<file path="config.mk">
export PLATFORM = sky130hd
export DESIGN_NAME = phc_device_flat
export DESIGN_NICKNAME = d
export VERILOG_FILES = /design/src/pkg/phc_pkg.sv /design/src/pkg/phc_if.sv /design/src/verilog/phc_device.sv /design/src/flat_wrapper.sv
export SDC_FILE = /design/constraint.sdc
export NUM_CORES = 1
export LEC_CHECK = 0
export ABC_CLOCK_PERIOD_IN_PS = 2400
export BUFFER_PORTS_ARGS = -buffer_cell sky130_fd_sc_hd__buf_4
export CORE_MARGIN = 2
export CORE_UTILIZATION = 55
export DETAILED_ROUTE_END_ITERATION = 7
export MAX_ROUTING_LAYER = met4
export PLACE_DENSITY = 0.79
export SYNTH_ARGS = -nofsm -noshare
export SYNTH_HDL_FRONTEND = slang
export SYNTH_SLANG_ARGS = --single-unit
</file>
<file path="constraint.sdc">
create_clock -name clk_i -period 2.4 [get_ports clk_i]
set_input_delay 0.48 -clock clk_i [delete_from_list [all_inputs] [get_ports clk_i]]
set_output_delay 0.48 -clock clk_i [all_outputs]
set_load 0.005 [all_outputs]
</file>
<file path="src/pkg/phc_pkg.sv">
// Package with the shared constants of the printer host port.
package phc_pkg;

  // ---------------------------------------------------------------
  // Wishbone register offsets of the host controller.
  // ---------------------------------------------------------------
  localparam logic [3:0] CTL_DATA_OFF   = 4'h0;  // Write queues one byte for the device.
  localparam logic [3:0] CTL_STAT_OFF   = 4'h4;  // Read shows the device status byte.
  localparam logic [3:0] CTL_DMA_OFF    = 4'h8;  // Write loads the memory start address.

  // ---------------------------------------------------------------
  // Status bit positions and command codes.
  // ---------------------------------------------------------------
  localparam int        FULL_BIT       = 1;      // Input-full flag.
  localparam int        DMA_BIT        = 0;      // DMA-active flag.
  localparam logic [7:0] CMD_GP1_CLR   = 8'h00;
  localparam logic [7:0] CMD_GP2_CLR   = 8'h01;
  localparam logic [7:0] CMD_GP1_SET   = 8'h02;
  localparam logic [7:0] CMD_GP2_SET   = 8'h03;
  localparam logic [7:0] CMD_SW_RESET  = 8'h04;
  localparam logic [7:0] CMD_DENS_10   = 8'h05;
  localparam logic [7:0] CMD_DENS_12   = 8'h06;
  localparam logic [7:0] CMD_DOUBLE    = 8'h07;
  localparam logic [7:0] CMD_DMA_EN    = 8'h08;
  localparam logic [7:0] CMD_LINE_FEED = 8'h0a;
  localparam logic [7:0] CMD_MULTI_LF  = 8'h0b;
  localparam logic [7:0] CMD_CR        = 8'h0d;
  localparam logic [7:0] CMD_TAB1      = 8'h0e;
  localparam logic [7:0] CMD_TAB2      = 8'h0f;
  localparam logic [7:0] CMD_TAB3      = 8'h10;
  localparam logic [7:0] CMD_STROBE    = 8'h12;
  localparam logic [7:0] PRINT_LO      = 8'h20;
  localparam logic [7:0] PRINT_HI      = 8'h5f;

  // ---------------------------------------------------------------
  // Reset values and line buffer limits.
  // ---------------------------------------------------------------
  localparam logic [2:0] STROBE_RST    = 3'h3;   // 320 us selection.
  localparam logic [5:0] CAP_12_SINGLE = 6'd40;
  localparam logic [5:0] CAP_12_DOUBLE = 6'd20;
  localparam logic [5:0] CAP_10_SINGLE = 6'd33;
  localparam logic [5:0] CAP_10_DOUBLE = 6'd17;

  // ---------------------------------------------------------------
  // Mechanical cycle times.
  // ---------------------------------------------------------------
  localparam longint CLK_HZ      = 200000000;
  localparam longint PRINT_MS    = 800;
  localparam longint LF_MS       = 200;
  localparam longint PRINT_CYC   = PRINT_MS * CLK_HZ / 1000;
  localparam longint LF_CYC      = LF_MS * CLK_HZ / 1000;

endpackage

</file>
<file path="src/pkg/phc_if.sv">
// Interface joining the host controller and the printer device port.
`timescale 1ns/1ps
interface phc_if;
  logic       cs_n;        // Chip select, active low.
  logic       rd_n;        // Read strobe, active low.
  logic       wr_n;        // Write strobe, active low.
  logic [7:0] dq_host;     // Data driven by the host.
  logic       dq_host_oe;  // Host drives the data bus.
  logic [7:0] dq_dev;      // Data driven by the device.
  logic       dq_dev_oe;   // Device drives the data bus.
  logic       req_o_line;  // Service request, high when a byte may be written.
  logic       dma_req;     // Device asks for a DMA byte.
  logic       dma_ack;     // DMA controller strobes a byte on dq_host.
  logic       dma_done;    // DMA controller has no more bytes.

  modport host (output cs_n, output rd_n, output wr_n, output dq_host, output dq_host_oe,
                input dq_dev, input dq_dev_oe, input req_o_line, input dma_req,
                output dma_ack, output dma_done);
  modport dev  (input cs_n, input rd_n, input wr_n, input dq_host, input dq_host_oe,
                output dq_dev, output dq_dev_oe, output req_o_line, output dma_req,
                input dma_ack, input dma_done);
endinterface

</file>
<file path="src/verilog/phc_device.sv">
// Printer device end of the parallel host port.
//
// The Wishbone register port and the address map were chosen for this implementation.
`timescale 1ns/1ps
// How it works
// - Soft reset: empty buffer, 12 cpi, single
// - Soft reset keeps strobe, tabs, outputs
// - Pending parameter swallows reset code
// - Hard reset: empty, outputs high, 320us
// - Board straps parallel mode
// - Two registers: data write, status read
// - Write sets full; acceptance clears it
// - Host writes only when full clear
// - DMA flag set until count done
// - Request high means full is clear
// - Print and feed cycles hold bytes untaken
// - DMA enable fetches counted bytes
// - Last DMA byte clears flag, raises request
// - Sixteen-bit count covers all bytes
// - Host loads DMA address first
// - Host decodes select, uses strobes
// - Capacity by density and width; full prints
// - DMA code takes low length byte first
// - Density or width change empties buffer
module phc_device #(
  parameter longint PRINT_CYC = phc_pkg::PRINT_CYC,
  parameter longint LF_CYC    = phc_pkg::LF_CYC
) (
  input  wire logic       clk_i,
  input  wire logic       rst_i,
  phc_if.dev              bus,
  output logic            gp1_o,
  output logic            gp2_o,
  output logic [2:0]      strobe_sel_o,
  output logic            dens10_o,
  output logic            double_o,
  output logic [5:0]      fill_o,
  output logic            printing_o,
  output logic            feeding_o
);

  // ---------------------------------------------------------------
  // State of the device.
  // ---------------------------------------------------------------
  typedef enum {PARSE_IDLE, PARSE_DMA_LO, PARSE_DMA_HI, PARSE_ONE} phc_parse_t;
  typedef struct packed {
    logic [2:0]  sync_wr;     // Write strobe synchroniser and edge stage.
    logic [2:0]  sync_ack;    // DMA strobe synchroniser and edge stage.
    logic [1:0]  sync_cs;
    logic [1:0]  sync_rd;
    logic [7:0]  in_byte;     // Input data register.
    logic        full;
    logic        dma_on;
    logic [15:0] dma_left;
    logic        dma_req;
    phc_parse_t  parse;
    logic [7:0]  lo_byte;
    logic [7:0]  par_cmd;
    logic        gp1;
    logic        gp2;
    logic [2:0]  strobe;
    logic        dens10;
    logic        dbl;
    logic [5:0]  fill;
    logic [7:0]  tab1;
    logic [7:0]  tab2;
    logic [7:0]  tab3;
    logic [7:0]  lf_left;
    logic        print;
    logic        feed;
    logic [31:0] busy_cnt;
    logic        req;
    logic [7:0]  dq;
    logic        dq_oe;
  } phc_dev_t;

  phc_dev_t st_reg;
  phc_dev_t st_next;
  logic [5:0] cap;
  logic       wr_edge;
  logic       ack_edge;
  logic       take;

  // Capacity depends on density and width.
  always_comb begin
    case ({st_reg.dens10, st_reg.dbl})
      2'b00:   cap = phc_pkg::CAP_12_SINGLE;
      2'b01:   cap = phc_pkg::CAP_12_DOUBLE;
      2'b10:   cap = phc_pkg::CAP_10_SINGLE;
      default: cap = phc_pkg::CAP_10_DOUBLE;
    endcase
  end

  assign wr_edge  = st_reg.sync_wr[2] & ~st_reg.sync_wr[1] & ~st_reg.sync_cs[1];
  assign ack_edge = ~st_reg.sync_ack[2] & st_reg.sync_ack[1];
  assign take     = st_reg.full & ~st_reg.print & ~st_reg.feed;

  // Next state: synchronise pins, latch bytes, parse commands, run cycles.
  always_comb begin
    st_next = st_reg;
    st_next.sync_wr  = {st_reg.sync_wr[1:0], bus.wr_n};
    st_next.sync_ack = {st_reg.sync_ack[1:0], bus.dma_ack};
    st_next.sync_cs  = {st_reg.sync_cs[0], bus.cs_n};
    st_next.sync_rd  = {st_reg.sync_rd[0], bus.rd_n};
    // Status read drives the bus only, changing no flag.
    st_next.dq_oe = ~st_reg.sync_cs[1] & ~st_reg.sync_rd[1];
    st_next.dq    = 8'h00;
    st_next.dq[phc_pkg::FULL_BIT] = st_reg.full;
    st_next.dq[phc_pkg::DMA_BIT]  = st_reg.dma_on;
    // Mechanical cycle timer.
    if (st_reg.print || st_reg.feed) begin
      if (st_reg.busy_cnt != 32'h0) begin
        st_next.busy_cnt = st_reg.busy_cnt - 32'h1;
      end else if (st_reg.feed && st_reg.lf_left > 8'h1) begin
        st_next.lf_left  = st_reg.lf_left - 8'h1;
        st_next.busy_cnt = 32'(LF_CYC - 1);
      end else begin
        st_next.print = 1'b0;
        st_next.feed  = 1'b0;
      end
    end
    // Host write or DMA byte lands in the input register.
    if (wr_edge && !st_reg.full) begin
      st_next.in_byte = bus.dq_host;
      st_next.full    = 1'b1;
      st_next.req     = 1'b0;
    end else if (ack_edge && st_reg.dma_on && !st_reg.full) begin
      st_next.in_byte  = bus.dq_host;
      st_next.full     = 1'b1;
      st_next.dma_req  = 1'b0;
      st_next.dma_left = st_reg.dma_left - 16'h1;
    end else if (take) begin
      st_next.full = 1'b0;
      case (st_reg.parse)
        PARSE_DMA_LO: begin
          st_next.lo_byte = st_reg.in_byte;
          st_next.parse   = PARSE_DMA_HI;
        end
        PARSE_DMA_HI: begin
          st_next.dma_left = {st_reg.in_byte, st_reg.lo_byte};
          st_next.dma_on   = ({st_reg.in_byte, st_reg.lo_byte} != 16'h0);
          st_next.parse    = PARSE_IDLE;
        end
        PARSE_ONE: begin
          // Any code, a reset code included, is taken as the parameter.
          st_next.parse = PARSE_IDLE;
          case (st_reg.par_cmd)
            phc_pkg::CMD_TAB1:   st_next.tab1 = st_reg.in_byte;
            phc_pkg::CMD_TAB2:   st_next.tab2 = st_reg.in_byte;
            phc_pkg::CMD_TAB3:   st_next.tab3 = st_reg.in_byte;
            phc_pkg::CMD_STROBE: st_next.strobe = st_reg.in_byte[2:0];
            default: begin
              if (st_reg.in_byte != 8'h0) begin
                st_next.feed     = 1'b1;
                st_next.lf_left  = st_reg.in_byte;
                st_next.busy_cnt = 32'(LF_CYC - 1);
              end
            end
          endcase
        end
        default: begin
          case (st_reg.in_byte)
            phc_pkg::CMD_GP1_CLR: st_next.gp1 = 1'b0;
            phc_pkg::CMD_GP2_CLR: st_next.gp2 = 1'b0;
            phc_pkg::CMD_GP1_SET: st_next.gp1 = 1'b1;
            phc_pkg::CMD_GP2_SET: st_next.gp2 = 1'b1;
            phc_pkg::CMD_SW_RESET: begin
              st_next.fill   = 6'h0;
              st_next.dens10 = 1'b0;
              st_next.dbl    = 1'b0;  // Strobe, tabs and outputs stay
            end
            phc_pkg::CMD_DENS_10: begin
              st_next.dens10 = 1'b1;
              st_next.fill   = 6'h0;
            end
            phc_pkg::CMD_DENS_12: begin
              st_next.dens10 = 1'b0;
              st_next.fill   = 6'h0;
            end
            phc_pkg::CMD_DOUBLE: begin
              st_next.dbl  = 1'b1;
              st_next.fill = 6'h0;
            end
            phc_pkg::CMD_DMA_EN:  st_next.parse = PARSE_DMA_LO;
            phc_pkg::CMD_LINE_FEED: begin
              st_next.feed     = 1'b1;
              st_next.lf_left  = 8'h1;
              st_next.busy_cnt = 32'(LF_CYC - 1);
            end
            phc_pkg::CMD_CR: begin
              if (st_reg.fill != 6'h0) begin
                st_next.print    = 1'b1;
                st_next.fill     = 6'h0;
                st_next.busy_cnt = 32'(PRINT_CYC - 1);
              end
            end
            phc_pkg::CMD_MULTI_LF, phc_pkg::CMD_TAB1, phc_pkg::CMD_TAB2,
            phc_pkg::CMD_TAB3, phc_pkg::CMD_STROBE: begin
              st_next.par_cmd = st_reg.in_byte;
              st_next.parse   = PARSE_ONE;
            end
            default: begin
              if (st_reg.in_byte >= phc_pkg::PRINT_LO && st_reg.in_byte <= phc_pkg::PRINT_HI) begin
                if (st_reg.fill + 6'h1 >= cap) begin
                  st_next.print    = 1'b1;
                  st_next.fill     = 6'h0;
                  st_next.busy_cnt = 32'(PRINT_CYC - 1);
                end else begin
                  st_next.fill = st_reg.fill + 6'h1;
                end
              end
            end
          endcase
        end
      endcase
    end
    // DMA block end and fetch requests.
    if (st_reg.dma_on && st_reg.dma_left == 16'h0 && !st_reg.full) begin
      st_next.dma_on = 1'b0;
    end
    if (st_reg.dma_on && st_reg.dma_left == 16'h0 && bus.dma_done) begin
      st_next.dma_on = 1'b0;
    end
    if (st_next.dma_on && !st_next.full && st_next.dma_left != 16'h0 && !ack_edge) begin
      st_next.dma_req = 1'b1;
    end
    // Request shows the port is free for a host byte.
    st_next.req = ~st_next.full & ~st_next.dma_on & ~wr_edge;
  end

  // State register with hardware reset values.
  always_ff @(posedge clk_i) begin
    if (rst_i) begin
      st_reg          <= '0;
      st_reg.sync_wr  <= 3'h7;
      st_reg.sync_cs  <= 2'h3;
      st_reg.sync_rd  <= 2'h3;
      st_reg.parse    <= PARSE_IDLE;
      st_reg.gp1      <= 1'b1;
      st_reg.gp2      <= 1'b1;
      st_reg.strobe   <= phc_pkg::STROBE_RST;
    end else begin
      st_reg <= st_next;
    end
  end

  assign bus.dq_dev     = st_reg.dq;
  assign bus.dq_dev_oe  = st_reg.dq_oe;
  assign bus.req_o_line = st_reg.req;
  assign bus.dma_req    = st_reg.dma_req;
  assign gp1_o          = st_reg.gp1;
  assign gp2_o          = st_reg.gp2;
  assign strobe_sel_o   = st_reg.strobe;
  assign dens10_o       = st_reg.dens10;
  assign double_o       = st_reg.dbl;
  assign fill_o         = st_reg.fill;
  assign printing_o     = st_reg.print;
  assign feeding_o      = st_reg.feed;

endmodule

</file>
<file path="src/flat_wrapper.sv">
// flat-port wrapper written by rule: the top's interface ports become plain ports
module phc_device_flat 
#(
  parameter longint PRINT_CYC = phc_pkg::PRINT_CYC,
  parameter longint LF_CYC    = phc_pkg::LF_CYC
)
  (clk_i, rst_i, gp1_o, gp2_o, strobe_sel_o, dens10_o, double_o, fill_o, printing_o, feeding_o, bus_cs_n, bus_rd_n, bus_wr_n, bus_dq_host, bus_dq_host_oe, bus_dq_dev, bus_dq_dev_oe, bus_req_o_line, bus_dma_req, bus_dma_ack, bus_dma_done);
  phc_if bus_i ();
  input  wire logic clk_i;
  input  wire logic rst_i;
  output logic gp1_o;
  output logic gp2_o;
  output logic [2:0] strobe_sel_o;
  output logic dens10_o;
  output logic double_o;
  output logic [5:0] fill_o;
  output logic printing_o;
  output logic feeding_o;
  input wire logic [$bits(bus_i.cs_n)-1:0] bus_cs_n;
  input wire logic [$bits(bus_i.rd_n)-1:0] bus_rd_n;
  input wire logic [$bits(bus_i.wr_n)-1:0] bus_wr_n;
  input wire logic [$bits(bus_i.dq_host)-1:0] bus_dq_host;
  input wire logic [$bits(bus_i.dq_host_oe)-1:0] bus_dq_host_oe;
  output wire logic [$bits(bus_i.dq_dev)-1:0] bus_dq_dev;
  output wire logic [$bits(bus_i.dq_dev_oe)-1:0] bus_dq_dev_oe;
  output wire logic [$bits(bus_i.req_o_line)-1:0] bus_req_o_line;
  output wire logic [$bits(bus_i.dma_req)-1:0] bus_dma_req;
  input wire logic [$bits(bus_i.dma_ack)-1:0] bus_dma_ack;
  input wire logic [$bits(bus_i.dma_done)-1:0] bus_dma_done;
  assign bus_i.cs_n = bus_cs_n;
  assign bus_i.rd_n = bus_rd_n;
  assign bus_i.wr_n = bus_wr_n;
  assign bus_i.dq_host = bus_dq_host;
  assign bus_i.dq_host_oe = bus_dq_host_oe;
  assign bus_dq_dev = bus_i.dq_dev;
  assign bus_dq_dev_oe = bus_i.dq_dev_oe;
  assign bus_req_o_line = bus_i.req_o_line;
  assign bus_dma_req = bus_i.dma_req;
  assign bus_i.dma_ack = bus_dma_ack;
  assign bus_i.dma_done = bus_dma_done;
  phc_device #(.PRINT_CYC(PRINT_CYC), .LF_CYC(LF_CYC)) u_core (.clk_i(clk_i), .rst_i(rst_i), .bus(bus_i), .gp1_o(gp1_o), .gp2_o(gp2_o), .strobe_sel_o(strobe_sel_o), .dens10_o(dens10_o), .double_o(double_o), .fill_o(fill_o), .printing_o(printing_o), .feeding_o(feeding_o));
endmodule
</file>
==> flow_metrics.env, run 1 <==
export IMPL_die_y_um=108.7
export IMPL_yosys_top_cells_area="dfxtp_1, nand2_1, a21oi_1, nor2_1, ha_1"
export IMPL_place_area_mm2=0.006990
export IMPL_drtPass1Iterations=6
export IMPL_ys_types=76
export IMPL_die_w_um=108.7
export IMPL_finalInstanceArea_mm2=0.008109
export IMPL_whs_ns=0.1356
export IMPL_final_setup_viol_count=11
export IMPL_num_antenna_cells=0
export IMPL_synthCells=743
export IMPL_wl_um=17910
export IMPL_drv_cap=0
export IMPL_crit_type="flop to flop"
export IMPL_rr_startpoint="u_core.st_next[2]"
export IMPL_drtIter0Drc=659
export IMPL_rows=38
export IMPL_via_per_inst=6.084
export IMPL_p_int_mw=3.648
export IMPL_sw_frac_of_total_pct=21.08
export IMPL_die_area_mm2=0.01181
export IMPL_drc=0
export IMPL_min_to="u_core.st_next[172]"
export IMPL_min_delay_start="bus_wr_n"
export IMPL_yosys_area_top_type="dfxtp_1"
export IMPL_fillers=737
export IMPL_seq_area_frac_synth_pct=37.87
export IMPL_ant_nets=0
export IMPL_crit_arrival_ns=2.96
export IMPL_grtUsageTotal_pct=31.15
export IMPL_antenna_found_initial=0
export IMPL_finalCritPeriodShare_pct=106.3
export IMPL_vias=6230
export IMPL_seqPwrFrac_pct=41.3
export IMPL_endpoint_kind="flop"
export IMPL_r2r_setup_slack_ns=-0.15
export IMPL_reg2reg_depth=8
export IMPL_root_buffer="clkbuf_8"
export IMPL_timing_fmax_ghz=0.3921
export IMPL_syn_area_mm2=0.006027
export IMPL_r2r_end="u_core.bus.dma_req"
export IMPL_worstSkewPairLatency_ns=0.53
export IMPL_synth_edff_count=0
export IMPL_ys_seq_elements=114
export IMPL_rsz0062_at_grt="yes"
export IMPL_io_pins=42
export IMPL_critPathRequiredTime_ns=2.81
export IMPL_post_route_min_period_ns=2.550
export IMPL_crit_fanout=8
export IMPL_drive_above_1_share_pct=31.00
export IMPL_clockPowerShare_pct=56.6
export IMPL_avgSynthCellArea_um2=8.112
export IMPL_netlist_area_leader_share_pct=37.87
export IMPL_synth_warning_count=0
export IMPL_violations="setup timing"
export IMPL_cts_made_buffers=17
export IMPL_wire_per_inst_um=17.49
export IMPL_io_buffers=34
export IMPL_coreArea_mm2=0.01075
export IMPL_worst_hold_path_type="input port to flop"
export IMPL_dp_cells=973
export IMPL_vdd_drop_max_mv=0.5630
export IMPL_final_core_util_pct=75.47
export IMPL_power_density_mw_per_mm2=569.9
export IMPL_grt_pass1_vias=5984
export IMPL_stdcell_count=1024
export IMPL_whs_path_depth=2
export IMPL_initial_core_util_pct=56.09
export IMPL_grt_pass1_wl_um=28100
export IMPL_slew_limit_headroom_pct=51.43
export IMPL_finalPower_mw=4.622
export IMPL_drv_slew=0
export IMPL_worstMarginPinSlew_ns=0.7286
export IMPL_cts_sinks=114
export IMPL_comb_power_share_pct=2.2
export IMPL_nNetsFinal=903
export IMPL_power_leakage_nw=3.401
export IMPL_async_flop_share_pct=0
export IMPL_place_congestion=0.9865
export IMPL_pre_cts_slack_ns=-0.2175
export IMPL_start_kind="flop"
export IMPL_hold_violations=0
export IMPL_final_cell_mix="buf_4, dfxtp_1, nand2_1"
export IMPL_tns_ns=-0.3604
export IMPL_hpwl_um=11900
export IMPL_synthFlopType="dfxtp_1"
export IMPL_cts_path_max_buffers=2
export IMPL_switching_power_uw=974.0
export IMPL_clock_skew_ns=0.008031
export IMPL_outcome="finished with violations"
export IMPL_grt_max_degree=70
export IMPL_cts_clk_slew_worst_paths_ns=0.06
export IMPL_largest_reg_flops=86
export IMPL_cts_tree="built"
export IMPL_finalWorstSetupSlack_ns=-0.1503
export IMPL_layout_commonest_cell="buf_4"
export IMPL_overflow=0
export IMPL_synthToLayoutAreaGrowth_pct=34.54
export IMPL_htreeDepth=4
repair_timing:
item,4_1_cts,5_1_grt
hold buffers,0,0
pin swaps,14,30
gates resized for setup,21,54
hold endpoints to repair,0,0
setup buffers,6,13
setup endpoints to repair,24,43
layout make-up:
cell class / count / area [um^2] / area share, %
clock buffers: 18 / 427.9 / 5.277
clock inverters: 14 / 187.7 / 2.314
inverters: 21 / 78.83 / 0.9721
multi-input cells: 561 / 3765 / 46.43
flip-flops and latches: 114 / 2296 / 28.31
well taps: 140 / 175.2 / 2.160
repair buffers: 156 / 1179 / 14.53
synth_stat cells (6+ instances only):
cell type	count
a211oi_1	8
a21o_1	6
a21oi_1	58
a22oi_1	6
a31oi_1	11
and2_1	6
and3_1	13
buf_4	21
clkbuf_1	26
dfxtp_1	114
ha_1	16
inv_1	21
mux2i_1	10
nand2_1	90
nand3_1	21
nand4_1	10
nor2_1	77
nor2b_1	10
nor3_1	29
nor4_1	20
o21ai_0	30
o31ai_1	6
or2_2	11
or4_1	6
xnor2_1	13
xor2_1	12
power by group through the flow:
stage	Clock, mW	Sequential, mW	Combinational [mW]
after floorplan	0	1.95	0.0599
after global placement	0	1.95	0.0905
after detailed placement	0	1.95	0.0928
after CTS	2.63	1.91	0.0952
after global routing	2.70	1.91	0.109
final	2.61	1.91	0.100
critical path, stage by stage (launching register included):
cell and delay, ns:
dfxtp_2 0.38, or4b_4 0.57, nand4_1 0.19, nor3_2 0.09, buf_4 0.15, a221oi_4 0.19
nand2_1 0.07, or4_1 0.51, o32a_1 0.30
per-layer routing:
metal	track usage [%]	vias to the layer above	routed length [um]
met5	-	-	0
met4	14.84	0	660
met3	6.575	68	1190
met2	51.83	293	8946
met1	35.87	2954	7111
li1	-	2915	-
how the worst max path moves through the flow:
stage	start	to	slack, ns	cells past startpoint
after CTS	u_core.st_reg[140]	u_core.bus.dma_req	-0.12	7
final	u_core.st_next[2]	u_core.bus.dma_req	-0.15	8
after global routing	u_core.st_next[2]	u_core.bus.dma_req	-0.22	8
after detailed placement	u_core.st_reg[105]	u_core.bus.dma_req	-0.22	9
after global placement	u_core.st_reg[141]	u_core.bus.dma_req	-0.16	7
after floorplan	u_core.st_next[2]	u_core.bus.dma_req	-0.02	9
kinds of logic (layout without fill, tap and decap cells):
logic type,after synthesis,in the layout,synth area share (%)
simple gates,332,332,28.55
compound gates,167,167,17.92
flops,114,114,37.87
buf+inv,73,209,5.999
xor+xnor,25,25,3.633
fa+ha+maj,16,16,3.322
mux,15,15,2.657
other cells,1,6,0.06222
Power figures use the tool's default switching activity.
==> run 2: changes to the inputs <==
- CORE_ASPECT_RATIO: not set -> 0.8
- MAX_ROUTING_LAYER: met4 -> not set
==> flow_metrics.env, run 2 (synthesis gave the netlist of run 1 again) <==
export IMPL_num_antenna_cells=0
export IMPL_clockPowerShare_pct=53.8
export IMPL_worstMarginPinSlew_ns=0.7689
export IMPL_ant_nets=0
export IMPL_r2r_end="u_core.bus.dma_req"
export IMPL_rows=34
export IMPL_cts_path_max_buffers=2
export IMPL_cts_clk_slew_worst_paths_ns=0.05
export IMPL_dp_cells=988
export IMPL_layout_commonest_cell="buf_4"
export IMPL_largest_reg_flops=86
export IMPL_place_area_mm2=0.007078
export IMPL_synthToLayoutAreaGrowth_pct=35.54
export IMPL_cts_made_buffers=17
export IMPL_die_y_um=97.63
export IMPL_worst_hold_path_type="input port to flop"
export IMPL_slowest_delay_ns=0.63
export IMPL_drv_slew=0
export IMPL_finalWorstSetupSlack_ns=-0.1576
export IMPL_hold_violations=0
export IMPL_vdd_drop_max_mv=0.5767
export IMPL_rsz0062_at_grt="yes"
export IMPL_drtIter0Drc=677
export IMPL_whs_path_depth=2
export IMPL_critPathBufInv=0
export IMPL_coreArea_mm2=0.01076
export IMPL_outcome="finished with violations"
export IMPL_nNetsFinal=907
export IMPL_crit_chain="or4b_4 -> nand4b_1 -> nor3_1 -> a211oi_1 -> nand2_1 -> or4_1 -> o32a_1"
export IMPL_grt_max_degree=70
export IMPL_start_kind="flop"
export IMPL_clock_skew_ns=0.007342
export IMPL_cpLargestDelayFamily="simple AND/OR/NAND/NOR gates"
export IMPL_cts_sinks=114
export IMPL_final_cell_mix="buf_4, dfxtp_1, nand2_1"
export IMPL_drc=0
export IMPL_finalPower_mw=4.360
export IMPL_drtPass1Iterations=5
export IMPL_worstSkewPairLatency_ns=0.42
export IMPL_finalInstanceArea_mm2=0.008169
export IMPL_initial_core_util_pct=56.00
export IMPL_io_buffers=34
export IMPL_io_pins=42
export IMPL_power_leakage_nw=3.394
export IMPL_violations="setup timing"
export IMPL_final_setup_viol_count=6
export IMPL_crit_arrival_ns=2.85
export IMPL_hpwl_um=12510
export IMPL_overflow=0
export IMPL_switching_power_uw=973.8
export IMPL_wire_per_inst_um=18.52
export IMPL_min_to="u_core.st_next[172]"
export IMPL_crit_fanout=5
export IMPL_power_density_mw_per_mm2=533.7
export IMPL_antenna_found_initial=0
export IMPL_critPathRequiredTime_ns=2.70
export IMPL_drv_cap=0
export IMPL_comb_power_share_pct=2.4
export IMPL_via_per_inst=6.155
export IMPL_reg2reg_depth=7
export IMPL_die_w_um=121.0
export IMPL_p_int_mw=3.386
export IMPL_crit_type="flop to flop"
export IMPL_post_route_min_period_ns=2.558
export IMPL_grt_pass1_vias=6148
export IMPL_timing_fmax_ghz=0.3910
export IMPL_htreeDepth=4
export IMPL_grtUsageTotal_pct=31.43
export IMPL_seqPwrFrac_pct=43.8
export IMPL_final_core_util_pct=75.90
export IMPL_grt_pass1_wl_um=29610
export IMPL_endpoint_kind="flop"
export IMPL_r2r_setup_slack_ns=-0.16
export IMPL_slew_limit_headroom_pct=48.74
export IMPL_stdcell_count=1032
export IMPL_rr_startpoint="u_core.st_next[2]"
export IMPL_tns_ns=-0.3280
export IMPL_wl_um=19120
export IMPL_cts_tree="built"
export IMPL_sw_frac_of_total_pct=22.34
export IMPL_finalCritPeriodShare_pct=106.6
export IMPL_vias=6352
export IMPL_min_delay_start="bus_wr_n"
export IMPL_drive_above_1_share_pct=32.09
export IMPL_crit_slowest_cell="or4b_4"
export IMPL_place_congestion=0.9333
export IMPL_die_area_mm2=0.01182
export IMPL_root_buffer="clkbuf_16"
## run 2: final cells by class
| type | instances | area, um^2 |
|---|---|---|
| multi-input cells | 561 | 3851 |
| fillers | 724 | 2594 |
| clock buffers | 23 | 498.0 |
| clock inverters | 9 | 55.05 |
| inverters | 21 | 78.83 |
| well taps | 144 | 180.2 |
| repair buffers | 160 | 1212 |
| flip-flops and latches | 114 | 2293 |
## run 2: through the flow
step / hold slack [ns] / setup slack [ns]
global placement: 0.3910 / -0.1348
detailed placement: 0.3945 / -0.2203
global route: 0.2442 / -0.3221
floorplan: 0.3732 / -0.01924
finish: 0.2522 / -0.1576
CTS: 0.2449 / -0.1344
## run 2: how the worst max path moves through the flow
stage	startpoint	end	slack (ns)	cells after the start
after global routing	u_core.fill_o[0]	u_core.st_reg[24]	-0.32	12
after CTS	u_core.st_reg[141]	u_core.bus.dma_req	-0.13	7
after floorplan	u_core.st_next[2]	u_core.bus.dma_req	-0.02	9
final	u_core.st_next[2]	u_core.bus.dma_req	-0.16	7
after detailed placement	u_core.st_next[2]	u_core.bus.dma_req	-0.22	7
after global placement	u_core.st_next[2]	u_core.bus.dma_req	-0.13	7
## run 2: power groups by stage
stage	sequential, mW	combinational, mW	clock (mW)
after global placement	1.95	0.0933	0
after CTS	1.91	0.0975	2.34
after detailed placement	1.95	0.0959	0
after global routing	1.91	0.113	2.43
final	1.91	0.105	2.35
after floorplan	1.95	0.0599	0
## run 2: per-layer routing
layer	share of wire, %	global-route usage (%)	up-vias
met5	0	0	-
met4	2.6	13.24	0
met3	8.9	8.099	55
met2	47	50.17	349
met1	41	40.18	3020
li1	-	-	2928
## run 2: repair_timing
action,in CTS,in global routing
buffers inserted,5,7
resized for setup,16,73
hold buffers,0,0
endpoints found under the setup margin,38,44
cloned,0,1
pin swaps,6,35
